### config.mk
export PLATFORM = sky130hd
export DESIGN_NAME = port_cd_pin_function_control
export DESIGN_NICKNAME = d
export VERILOG_FILES = /design/src/port_cd_pkg.sv /design/src/pin_sync.sv /design/src/port_cd_pin_function_control.sv
export SDC_FILE = /design/constraint.sdc
export NUM_CORES = 1
export LEC_CHECK = 0
export BUFFER_PORTS_ARGS = -buffer_cell sky130_fd_sc_hd__buf_2
export CAP_MARGIN = 20
export CORE_UTILIZATION = 52
export DETAILED_ROUTE_END_ITERATION = 7
export MAX_ROUTING_LAYER = met4
export PLACE_DENSITY = 0.9
export RECOVER_POWER = 25
export SYNTH_ARGS = -nofsm -noshare
export SYNTH_HDL_FRONTEND = slang
export SYNTH_SLANG_ARGS = --single-unit
### constraint.sdc
create_clock -name clk -period 11.1 [get_ports clk]
set_input_delay 1.11 -clock clk [delete_from_list [all_inputs] [get_ports clk]]
set_output_delay 1.11 -clock clk [all_outputs]
set_load 0.03 [all_outputs]
### src/port_cd_pkg.sv
// package: register map, field positions and reset values for port c/d pin control
package port_cd_pkg;
    localparam int          ADDR_W          = 4;
    // register byte offsets on the wishbone bus
    localparam logic [3:0]  OFS_PC_FUNC     = 4'h0;
    localparam logic [3:0]  OFS_PD_DIR      = 4'h4;
    localparam logic [3:0]  OFS_PD_FUNC_HI  = 4'h8;
    localparam logic [3:0]  OFS_PD_FUNC_LO  = 4'hc;
    localparam logic [3:0]  OFS_PIN_DATA    = 4'h0;
    // writable bit masks; all other bits read zero
    localparam logic [15:0] PC_FUNC_MASK    = 16'h0155;
    localparam logic [15:0] PD_DIR_MASK     = 16'h3fff;
    localparam logic [15:0] PD_FUNC_HI_MASK = 16'h0d55;
    localparam logic [15:0] PD_FUNC_LO_MASK = 16'h5555;
    // values after reset
    localparam logic [15:0] PC_FUNC_RST     = 16'h0000;
    localparam logic [15:0] PD_DIR_RST      = 16'h0000;
    localparam logic [15:0] PD_FUNC_HI_RST  = 16'h0000;
    localparam logic [15:0] PD_FUNC_LO_RST  = 16'h0000;
    // pin 13 selection field
    localparam int          PD13_SEL_LSB    = 10;
    localparam logic [1:0]  PD13_GPIO       = 2'h0;
    localparam logic [1:0]  PD13_PULSE      = 2'h1;
    localparam logic [1:0]  PD13_CAN        = 2'h2;
    localparam int          PC_PINS         = 5;
    localparam int          PD_PINS         = 14;
endpackage : port_cd_pkg

### src/pin_sync.sv
// file: two-flop synchroniser bank for pin inputs
`timescale 1ns/1ps
`default_nettype none
module pin_sync #(
    parameter int W = 1
) (
    input  wire logic         clk,
    input  wire logic         sys_rst,
    input  wire logic [W-1:0] async_in,
    output var  logic [W-1:0] sync_out
);
    logic [W-1:0] meta_q;

    // first stage feeds only the second stage
    always_ff @(posedge clk or posedge sys_rst) begin
        if (sys_rst) begin
            meta_q   <= '0;
            sync_out <= '0;
        end else begin
            meta_q   <= async_in;
            sync_out <= meta_q;
        end
    end
endmodule : pin_sync
`default_nettype wire

### src/port_cd_pin_function_control.sv
// file: port c/d pin function and direction control with wishbone register slave
//
// Function
// - power-on/standby reset clears, watchdog reset doesn't
// - registers hold through software standby and sleep
// - port c function reserved bits read zero
// - pc bit 8: pin4 gpio or interrupt input
// - pc bit 6: pin3 gpio or serial2 receive
// - pc bit 4: pin2 gpio or serial2 transmit
// - pc bit 2: pin1 gpio or serial1 receive
// - pc bit 0: pin0 gpio or serial1 transmit
// - pd direction bits 13:0, 15:14 read zero
// - direction applies only for gpio or timer
// - port d function split high/low registers
// - pd high function reserved bits read zero
// - pd high 11:10 selects pin13 function
// - pd high bit 8: pin12 pulse output 4
// - pd high bit 6: pin11 pulse output 3
// - pd high bit 4: pin10 pulse output 2
// - pd high bit 2: pin9 pulse output 1
// - pd high bit 0: pin8 pulse output 0
// - pd low even bits select timer channel
//
// The implementer's own choices: the Wishbone register port and the register addresses.
`timescale 1ns/1ps
`default_nettype none
module port_cd_pin_function_control
    import port_cd_pkg::*;
(
    input  wire logic        clk,
    input  wire logic        sys_rst,
    input  wire logic        watchdog_reset,
    input  wire logic        hw_standby,
    // classic wishbone slave
    input  wire logic        wb_cyc_i,
    input  wire logic        wb_stb_i,
    input  wire logic        wb_we_i,
    input  wire logic [3:0]  wb_adr_i,
    input  wire logic [3:0]  wb_sel_i,
    input  wire logic [31:0] wb_dat_i,
    output logic      [31:0] wb_dat_o,
    output logic             wb_ack_o,
    // general i/o data from the port data registers
    input  wire logic [4:0]  pc_gpio_out,
    input  wire logic [4:0]  pc_gpio_dir,
    input  wire logic [13:0] pd_gpio_out,
    // peripheral sources
    input  wire logic        serial1_transmit_out,
    input  wire logic        serial2_transmit_out,
    input  wire logic [4:0]  pulse_out,
    input  wire logic        pulse_out6,
    input  wire logic        can_transmit_out,
    input  wire logic [7:0]  timer_compare_out,
    // package pins
    input  wire logic [4:0]  pc_pin_i,
    output logic      [4:0]  pc_pin_o,
    output logic      [4:0]  pc_pin_oe,
    input  wire logic [13:0] pd_pin_i,
    output logic      [13:0] pd_pin_o,
    output logic      [13:0] pd_pin_oe,
    // synchronised pin levels toward peripherals
    output logic             external_interrupt_in0,
    output logic             serial2_receive_in,
    output logic             serial1_receive_in,
    output logic      [7:0]  timer_capture_compare_io,
    output logic      [4:0]  pc_gpio_in,
    output logic      [13:0] pd_gpio_in
);
    logic [15:0] pc_func_q, pc_func_d;
    logic [15:0] pd_dir_q, pd_dir_d;
    logic [15:0] pd_hi_q, pd_hi_d;
    logic [15:0] pd_lo_q, pd_lo_d;
    logic        ack_q;
    logic [31:0] rdat_q;
    logic [4:0]  pc_sync;
    logic [13:0] pd_sync;
    logic        cfg_clear_q;

    // bus decode
    wire         req      = wb_cyc_i & wb_stb_i & ~ack_q;
    wire         wr       = req & wb_we_i;
    wire         hit_pc   = wb_adr_i == OFS_PC_FUNC;
    wire         hit_dir  = wb_adr_i == OFS_PD_DIR;
    wire         hit_hi   = wb_adr_i == OFS_PD_FUNC_HI;
    wire         hit_lo   = wb_adr_i == OFS_PD_FUNC_LO;
    wire [15:0]  be_mask  = {{8{wb_sel_i[1]}}, {8{wb_sel_i[0]}}};
    wire [15:0]  wdat     = wb_dat_i[15:0];

    // merge write data under byte enables and writable mask
    function automatic logic [15:0] merge(input logic [15:0] old, input logic [15:0] nw,
                                          input logic [15:0] be, input logic [15:0] m);
        merge = ((old & ~be) | (nw & be)) & m;
    endfunction : merge

    // reserved bits never store, so they always read zero
    assign pc_func_d = (wr && hit_pc) ? merge(pc_func_q, wdat, be_mask, PC_FUNC_MASK)
                                      : pc_func_q;
    assign pd_dir_d  = (wr && hit_dir) ? merge(pd_dir_q, wdat, be_mask, PD_DIR_MASK)
                                       : pd_dir_q;
    assign pd_hi_d   = (wr && hit_hi) ? merge(pd_hi_q, wdat, be_mask, PD_FUNC_HI_MASK)
                                      : pd_hi_q;
    assign pd_lo_d   = (wr && hit_lo) ? merge(pd_lo_q, wdat, be_mask, PD_FUNC_LO_MASK)
                                      : pd_lo_q;

    // read mux; unmapped offsets answer with zero
    wire [15:0] rsel = hit_pc  ? pc_func_q :
                       hit_dir ? pd_dir_q  :
                       hit_hi  ? pd_hi_q   :
                       hit_lo  ? pd_lo_q   : 16'h0000;

    // standby clears synchronously; watchdog_reset is not connected, so it never reaches the flops
    always_ff @(posedge clk or posedge sys_rst) begin
        if (sys_rst) begin
            cfg_clear_q <= 1'b0;
        end else begin
            cfg_clear_q <= hw_standby;
        end
    end

    // config registers: sleep/software standby have no path here, contents hold
    always_ff @(posedge clk or posedge sys_rst) begin
        if (sys_rst) begin
            pc_func_q <= PC_FUNC_RST;
            pd_dir_q  <= PD_DIR_RST;
            pd_hi_q   <= PD_FUNC_HI_RST;
            pd_lo_q   <= PD_FUNC_LO_RST;
        end else if (cfg_clear_q) begin
            pc_func_q <= PC_FUNC_RST;
            pd_dir_q  <= PD_DIR_RST;
            pd_hi_q   <= PD_FUNC_HI_RST;
            pd_lo_q   <= PD_FUNC_LO_RST;
        end else begin
            pc_func_q <= pc_func_d;
            pd_dir_q  <= pd_dir_d;
            pd_hi_q   <= pd_hi_d;
            pd_lo_q   <= pd_lo_d;
        end
    end

    // one registered ack per request, one cycle after it, dropped the next cycle
    always_ff @(posedge clk or posedge sys_rst) begin
        if (sys_rst) begin
            ack_q  <= 1'b0;
            rdat_q <= 32'h0000_0000;
        end else begin
            ack_q  <= req;
            rdat_q <= req ? {16'h0000, rsel} : 32'h0000_0000;
        end
    end
    assign wb_ack_o = ack_q;
    assign wb_dat_o = rdat_q;

    // pins come from outside the clock domain
    pin_sync #(.W(PC_PINS)) u_pc_sync (
        .clk      (clk),
        .sys_rst  (sys_rst),
        .async_in (pc_pin_i),
        .sync_out (pc_sync)
    );
    pin_sync #(.W(PD_PINS)) u_pd_sync (
        .clk      (clk),
        .sys_rst  (sys_rst),
        .async_in (pd_pin_i),
        .sync_out (pd_sync)
    );

    // port c mode bits
    wire pc4_m = pc_func_q[8];
    wire pc3_m = pc_func_q[6];
    wire pc2_m = pc_func_q[4];
    wire pc1_m = pc_func_q[2];
    wire pc0_m = pc_func_q[0];

    // port c output/enable: inputs in peripheral mode never drive
    wire [4:0] pc_o_d  = {pc4_m ? 1'b0 : pc_gpio_out[4],
                          pc3_m ? 1'b0 : pc_gpio_out[3],
                          pc2_m ? serial2_transmit_out : pc_gpio_out[2],
                          pc1_m ? 1'b0 : pc_gpio_out[1],
                          pc0_m ? serial1_transmit_out : pc_gpio_out[0]};
    wire [4:0] pc_oe_d = {pc4_m ? 1'b0 : pc_gpio_dir[4],
                          pc3_m ? 1'b0 : pc_gpio_dir[3],
                          pc2_m ? 1'b1 : pc_gpio_dir[2],
                          pc1_m ? 1'b0 : pc_gpio_dir[1],
                          pc0_m ? 1'b1 : pc_gpio_dir[0]};

    // pin13: reserved code 11 decodes as general i/o
    wire [1:0] pd13_sel = pd_hi_q[PD13_SEL_LSB +: 2];
    wire       pd13_pls = pd13_sel == PD13_PULSE;
    wire       pd13_can = pd13_sel == PD13_CAN;
    wire       pd13_per = pd13_pls | pd13_can;
    wire       pd13_src = pd13_pls ? pulse_out6 : can_transmit_out;

    // upper pins 12..8 single-bit pulse selects
    wire [4:0] pd_up_m  = {pd_hi_q[8], pd_hi_q[6], pd_hi_q[4], pd_hi_q[2], pd_hi_q[0]};
    // high register drives pins 13..8, low register pins 7..0
    wire [7:0] pd_lo_m;
    logic [13:0] pd_o_d, pd_oe_d;

    // per-pin muxes for port d
    genvar g;
    generate
        for (g = 0; g < 8; g++) begin : g_pd_low
            assign pd_lo_m[g]  = pd_lo_q[2*g];
            assign pd_o_d[g]   = pd_lo_m[g] ? timer_compare_out[g] : pd_gpio_out[g];
            assign pd_oe_d[g]  = pd_dir_q[g];               // timer pins keep direction
        end
        for (g = 0; g < 5; g++) begin : g_pd_up
            assign pd_o_d[8+g]  = pd_up_m[g] ? pulse_out[g] : pd_gpio_out[8+g];
            assign pd_oe_d[8+g] = pd_up_m[g] ? 1'b1 : pd_dir_q[8+g];
        end
    endgenerate
    assign pd_o_d[13]  = pd13_per ? pd13_src : pd_gpio_out[13];
    assign pd_oe_d[13] = pd13_per ? 1'b1 : pd_dir_q[13];

    // registered pin drive and output enables, selected by mode
    always_ff @(posedge clk or posedge sys_rst) begin
        if (sys_rst) begin
            pc_pin_o  <= 5'h00;
            pc_pin_oe <= 5'h00;
            pd_pin_o  <= 14'h0000;
            pd_pin_oe <= 14'h0000;
        end else begin
            pc_pin_o  <= pc_o_d;
            pc_pin_oe <= pc_oe_d;
            pd_pin_o  <= pd_o_d;
            pd_pin_oe <= pd_oe_d;
        end
    end

    // idle levels when not selected: serial lines mark high, others low
    always_ff @(posedge clk or posedge sys_rst) begin
        if (sys_rst) begin
            external_interrupt_in0   <= 1'b0;
            serial2_receive_in       <= 1'b1;
            serial1_receive_in       <= 1'b1;
            timer_capture_compare_io <= 8'h00;
            pc_gpio_in               <= 5'h00;
            pd_gpio_in               <= 14'h0000;
        end else begin
            external_interrupt_in0   <= pc4_m ? pc_sync[4] : 1'b0;
            serial2_receive_in       <= pc3_m ? pc_sync[3] : 1'b1;
            serial1_receive_in       <= pc1_m ? pc_sync[1] : 1'b1;
            timer_capture_compare_io <= pd_sync[7:0] & pd_lo_m;
            pc_gpio_in               <= pc_sync;
            pd_gpio_in               <= pd_sync;
        end
    end
endmodule : port_cd_pin_function_control
`default_nettype wire

==> impl_metrics.env, run 1 <==
export IMPL_p_leak_uw=0.00361
export IMPL_synth_yosys_warnings=0
export IMPL_post_synth_xor_area_fraction=0
export IMPL_yosysTopAreaCell="dfrtp_1"
export IMPL_crit_family="simple AND/OR/NAND/NOR gates"
export IMPL_drcViolationCount=0
export IMPL_timing_critical_path_buf_inv=1
export IMPL_crit_reg2reg_launch="wb_ack_o"
export IMPL_vias=3412
export IMPL_die_width_um=104
export IMPL_unrepaired_setup_endpoints_after_global_routing="no"
export IMPL_final_worst_setup_slack_ns=8.77
export IMPL_detailedPlace_worstSlack_ns=8.25
export IMPL_standard_cell_row_count=36
export IMPL_synthesis_to_layout_area_growth_pct=28.1
export IMPL_seq_power_share=0.485
export IMPL_post_cts_hold_buffer_count=0
export IMPL_global_route_wire_length_before_repair_um=17700
export IMPL_final_min_period_over_clock_period=0.210
export IMPL_synth_ff_type="dfrtp_1"
export IMPL_layout_drive_gt1_share=0.415
export IMPL_cts_setup_buffers=0
export IMPL_number_of_synthesized_flops_with_an_enable_pin=0
export IMPL_cell_internal_pwr_uw=940
export IMPL_worstSkewPairLatency_ns=0.52
export IMPL_place_detailed_hpwl_um=7640
export IMPL_cpPeakStageDelay_ns=0.66
export IMPL_slowest_stage="or4b_1"
export IMPL_post_synth_fa_ha_maj_area_fraction=0.00232
export IMPL_detail_route_iter0_violations=133
export IMPL_syn_area_um2=5400
export IMPL_grt_total_usage=0.223
export IMPL_sw_frac_of_total=0.232
export IMPL_minimum_clock_period_after_layout_ns=2.33
export IMPL_report_final_hold_viol_count=0
export IMPL_synth_top_cells_by_area="dfrtp_1 (72%), mux2i_1 (7.4%), nand2_1 (3.7%), mux2_2 (3.3%), buf_4 (2.4%)"
export IMPL_share_clk_of_total_power=0.450
export IMPL_full_die_area_um2=10800
export IMPL_worstHoldStart="u_pd_sync.meta_q[13]"
export IMPL_grt_max_degree=86
export IMPL_cts_root_buf="clkbuf_8"
export IMPL_setup_viol=0
export IMPL_synth_compound_gate_area_share=0.0230
export IMPL_avgSynthCellArea_um2=14.5
export IMPL_timing_max_slew_rel_slack=0.423
export IMPL_vias_per_cell=4.91
export IMPL_drv_cap=0
export IMPL_cts_buffers=17
export IMPL_start_util=0.545
export IMPL_worstMarginPinSlew_ns=0.858
export IMPL_placeableCoreArea_um2=9910
export IMPL_synth_top_cells_by_count="dfrtp_1 (155), nand2_1 (53), mux2i_1 (40)"
export IMPL_drt_total_wl_um=11000
export IMPL_worstSetupPathType="in2reg"
export IMPL_n_antenna_cell=0
export IMPL_startpoint_type="input port"
export IMPL_drt_antenna_violating_nets=0
export IMPL_yosys_mux_area_fraction=0.108
export IMPL_detail_route_first_pass_iterations=4
export IMPL_clock_tree_from_tritoncts="done"
export IMPL_vdd_ir_drop_worst_mv=0.0867
export IMPL_cp_max_fo=13
export IMPL_main_combinational_cell_family_by_area_after_synthesis="multiplexers"
export IMPL_number_of_global_route_vias_before_repair=3650
export IMPL_power_density_cell_area_nw_per_um2=177
export IMPL_post_synth_and_or_nand_nor_area_fraction=0.100
export IMPL_synth_yosys_seq_area_share=0.728
export IMPL_final_number_of_max_transition_violations=0
export IMPL_pwr_share_comb=0.065
export IMPL_synth_async_reset_ratio=1.00
export IMPL_final_setup_skew_ns=0.00694
export IMPL_worst_ep_required_time_ns=11.49
export IMPL_worstPathArrival_ns=2.72
export IMPL_cts_max_level=4
export IMPL_ios=208
export IMPL_yosysUniqueCellTypes=34
export IMPL_cts_repair_resize_count=0
export IMPL_quantity_of_i_o_buffers_inserted_on_ports=170
export IMPL_numClockSinks=157
export IMPL_critical_path_endpoint_type="register"
export IMPL_grt_overflow=0
export IMPL_hold_class="reg2reg"
export IMPL_clkTransAtPathRegs_ns=0.06
export IMPL_average_detailed_routed_wire_length_per_instance_um=15.8
export IMPL_totalNegativeSetupSlack_ns=0
export IMPL_clock_tree_buffer_depth=2
export IMPL_final_nets=657
export IMPL_postSynthRegisterBits=157
export IMPL_p_switching_uw=283
export IMPL_grt_antenna_before_repair=0
export IMPL_place_gp_congestion=0.819
export IMPL_outcome="completed"
export IMPL_syn_instance_count=371
export IMPL_synth_largest_type_area_fraction=0.719
export IMPL_crit_start="wb_adr_i[2]"
export IMPL_clock_fmax_ghz=0.430
export IMPL_timing_critical_path_cells="buf_2 > or4b_1 > or3_1 > mux2i_1"
export IMPL_cell_with_the_most_instances_after_synthesis="dfrtp_1"
export IMPL_die_height_um=104
==> flip-flops by register name, summed over array words and instances (netlist names), 5 cells and up <==
register	count
wb_dat_o	15
pd_dir_q	14
pd_gpio_in	14
pd_pin_o	14
pd_pin_oe	14
u_pd_sync.meta_q	14
u_pd_sync.sync_out	14
pd_lo_q	8
timer_capture_compare_io	8
pd_hi_q	7
pc_func_q	5
pc_gpio_in	5
pc_pin_o	5
pc_pin_oe	5
u_pc_sync.meta_q	5
u_pc_sync.sync_out	5
==> worst paths after layout <==
path                                               end  slack, ns  cells after the start
worst max-delay path                       pd_dir_q[8]       8.77                      4
worst min-delay path            u_pd_sync.sync_out[13]       0.35                      0
worst max register to register             pd_lo_q[12]       9.03                      3
worst min register to register  u_pd_sync.sync_out[13]       0.35                      0
max in group asynchronous                pd_gpio_in[8]       9.38                      4
min in group asynchronous                  pd_dir_q[7]       0.68                      2
==> routing by layer <==
layer	GRT usage	routed length, µm
met4	0.0816	192
met2	0.374	5720
met3	0.0602	698
met1	0.259	4350
met5	-	0
==> cell usage in the layout, fill, tap and decap left out, drive strengths merged, types with 2 or more instances in the layout <==
cell | Yosys | final
nor2 | 4 | 4
or3 | 4 | 4
clkinvlp | 0 | 4
nand4 | 2 | 2
mux2i | 40 | 40
buf | 23 | 172
nor2b | 7 | 7
dfstp | 2 | 2
a2111oi | 4 | 4
nand3b | 2 | 2
conb | 1 | 17
nor3 | 5 | 5
dfrtp | 155 | 155
nand2 | 53 | 53
nand2b | 3 | 3
clkinv | 0 | 5
mux2 | 16 | 16
o221a | 4 | 4
inv | 5 | 6
bufinv | 0 | 2
and2 | 15 | 15
or2 | 7 | 7
clkbuf | 7 | 21
==> final cells by class <==
cell class | instances | area, µm²
clock inverter | 12 | 139
timing repair buffer | 173 | 892
fill | 718 | 3000
tap | 133 | 166
multi-input combinational | 195 | 1320
clock buffer | 20 | 435
inverter | 5 | 23.8
sequential | 157 | 3930
==> per-stage QoR <==
step	power (µW)	cells	utilization	hold slack (ns)	cell area, µm²
after global routing	1260	695	0.697	0.355	6910
after global placement	679	662	0.637	0.332	6310
final	1220	695	0.697	0.346	6910
after detailed placement	683	662	0.637	0.335	6310
after floorplan	655	387	-	0.331	5460
after CTS	1230	694	0.695	0.349	6880
==> power by group through the flow <==
stage	clock network, µW	registers (µW)	logic (µW)
6_report	550	593	79.7
5_1_grt	583	594	86.8
4_1_cts	560	594	79.3
3_5_place_dp	0	604	79.0
3_3_place_gp	0	603	76.7
2_1_floorplan	0	621	34.0
==> cell families (layout without fill, tap and decap cells) <==
logic type / count (synthesis) / count (layout)
other: 1 / 17
adders and majority gates: 1 / 1
buffers and inverters: 35 / 210
and+or+nand+nor: 107 / 107
DFF: 157 / 157
AOI/OAI and AO/OA: 14 / 14
muxes: 56 / 56
Note: power is estimated with default switching activity, not from simulation.
==> run 2: changes to the inputs <==
Settings changed: CORE_UTILIZATION 52 to 48, PLACE_DENSITY 0.9 to 0.85.
Clock period 11.1 ns to 2.15 ns, I/O delays scaled along.
==> run 2 against run 1 <==
Net effect: final cell count rose by 13%; critical path depth rose by 1; core utilization rose by 0.63 points; wire length rose by 17%; via count rose by 10%; worst setup slack got worse by 8.2 ns; clock power rose to 4.9 times the previous value; flip-flop and latch count did not move; hold slack got worse by 0.31 ns; die area rose by 8.2%; critical endpoint is now pd_hi_q[6]; largest cell class unchanged.
==> impl_metrics.env, run 2 (synthesized netlist as in run 1, its figures left out) <==
export IMPL_worstSkewPairLatency_ns=0.53
export IMPL_clock_fmax_ghz=0.644
export IMPL_number_of_global_route_vias_before_repair=4027
export IMPL_grt_max_degree=63
export IMPL_place_gp_congestion=0.846
export IMPL_place_detailed_hpwl_um=8040
export IMPL_ios=208
export IMPL_drt_antenna_violating_nets=0
export IMPL_grt_total_usage=0.246
export IMPL_full_die_area_um2=11700
export IMPL_p_leak_uw=0.00395
export IMPL_synthesis_to_layout_area_growth_pct=42.0
export IMPL_vdd_ir_drop_worst_mv=0.704
export IMPL_critical_path_endpoint_type="register"
export IMPL_grt_antenna_before_repair=1
export IMPL_worst_ep_required_time_ns=2.55
export IMPL_clkTransAtPathRegs_ns=0.07
export IMPL_power_density_cell_area_nw_per_um2=824
export IMPL_finalHoldWorstSlack_ns=0.0361
export IMPL_clock_tree_buffer_depth=2
export IMPL_post_layout_nonfiller_instances=782
export IMPL_place_detailed_instances=678
export IMPL_start_util=0.496
export IMPL_quantity_of_i_o_buffers_inserted_on_ports=170
export IMPL_cts_setup_buffers=0
export IMPL_leading_cell_type_in_the_layout_fill_and_taps_excluded="buf_2"
export IMPL_highest_count_cells_in_the_layout_ignoring_fill_and_taps="buf_2 (169), dfrtp_1 (155), dlygate4sd3_1 (71)"
export IMPL_placeableCoreArea_um2=10900
export IMPL_vias=3759
export IMPL_final_setup_skew_ns=0.00666
export IMPL_slowest_stage="dfrtp_1"
export IMPL_cpPeakStageDelay_ns=0.38
export IMPL_global_route_wire_length_before_repair_um=20400
export IMPL_worstPathArrival_ns=1.95
export IMPL_clock_tree_from_tritoncts="done"
export IMPL_numClockSinks=157
export IMPL_cts_root_buf="clkbuf_8"
export IMPL_outcome="completed"
export IMPL_vias_per_cell=4.81
export IMPL_largest_register_ffs=15
export IMPL_hold_class="in2reg"
export IMPL_drcViolationCount=0
export IMPL_minimum_clock_period_after_layout_ns=1.55
export IMPL_final_nets=736
export IMPL_final_worst_setup_slack_ns=0.598
export IMPL_cts_buffers=17
export IMPL_p_total_uw=6310
export IMPL_drt_total_wl_um=12800
export IMPL_detailedPlace_worstSlack_ns=0.251
export IMPL_standard_cell_row_count=38
export IMPL_average_detailed_routed_wire_length_per_instance_um=16.4
export IMPL_grt_overflow=0
export IMPL_startpoint_type="register"
export IMPL_layout_drive_gt1_share=0.379
export IMPL_setup_viol=0
export IMPL_fill_cells=748
export IMPL_worstMarginPinSlew_ns=1.22
export IMPL_die_width_um=108
export IMPL_detail_route_first_pass_iterations=7
export IMPL_final_util=0.704
export IMPL_drv_cap=0
export IMPL_detail_route_iter0_violations=209
export IMPL_worstSetupPathType="reg2reg"
export IMPL_cts_max_level=4
export IMPL_timing_critical_path_cells="nand3b_1 > buf_4 > inv_1 > nand4_1 > mux2i_1"
export IMPL_cp_max_fo=16
export IMPL_report_final_hold_viol_count=0
export IMPL_timing_max_slew_rel_slack=0.183
export IMPL_unrepaired_setup_endpoints_after_global_routing="no"
export IMPL_final_number_of_max_transition_violations=0
export IMPL_final_min_period_over_clock_period=0.722
export IMPL_die_height_um=108
[run 2: power by group]
| part | internal [µW] | switching (µW) | leakage, µW |
|---|---|---|---|
| logic | 217 | 311 | 0.00168 |
| clock network | 1460 | 1260 | 0.000269 |
| registers | 3040 | 25.7 | 0.00200 |
[run 2: area by class of cell]
type                            instances  area [µm²]  share of cell area
Tap cell                              140         175              0.0229
Multi-Input combinational cell        195        1320               0.173
Clock inverter                         15         128              0.0167
Sequential cell                       157        3930               0.513
Antenna cell                            1        2.50            0.000327
Clock buffer                           17         414              0.0541
Timing Repair Buffer                  252        1670               0.218
Inverter                                5        20.0             0.00261
[run 2: repair_timing]
item	in CTS	in global routing
hold endpoints to repair	80	0
resized for setup	0	0
hold buffers	71	0
[run 2: worst paths after layout]
| path | from | endpoint | slack (ns) | cells after the start |
|---|---|---|---|---|
| max | wb_ack_o | pd_hi_q[6] | 0.60 | 5 |
| min | wb_dat_i[2] | pd_hi_q[2] | 0.04 | 3 |
| max reg2reg | wb_ack_o | pd_hi_q[6] | 0.60 | 5 |
| min reg2reg | u_pd_sync.meta_q[2] | u_pd_sync.sync_out[2] | 0.35 | 0 |
| max in group asynchronous | sys_rst | serial2_receive_in | 0.79 | 4 |
| min in group asynchronous | sys_rst | pd_pin_oe[11] | 0.49 | 3 |
[run 2: layer usage]
metal	vias to the layer above	routed length (µm)	global-route usage
li1	1719	-	-
met1	1851	5030	0.285
met2	168	6650	0.403
met3	21	893	0.0778
met4	0	222	0.0900
met5	-	0	-
[run 2: critical path: cells and delay by family (launching register included)]
family	cells	cell delay [ns]
and+or+nand+nor	2	0.50
buffers and inverters	2	0.31
muxes	1	0.22
DFF	1	0.38
[run 2: metrics by stage]
stage,TNS [ns],area [µm²]
after global placement,0,6410
final,0,7660
after floorplan,-7.79,5460
after CTS,0,7660
after detailed placement,0,6410
after global routing,0,7660
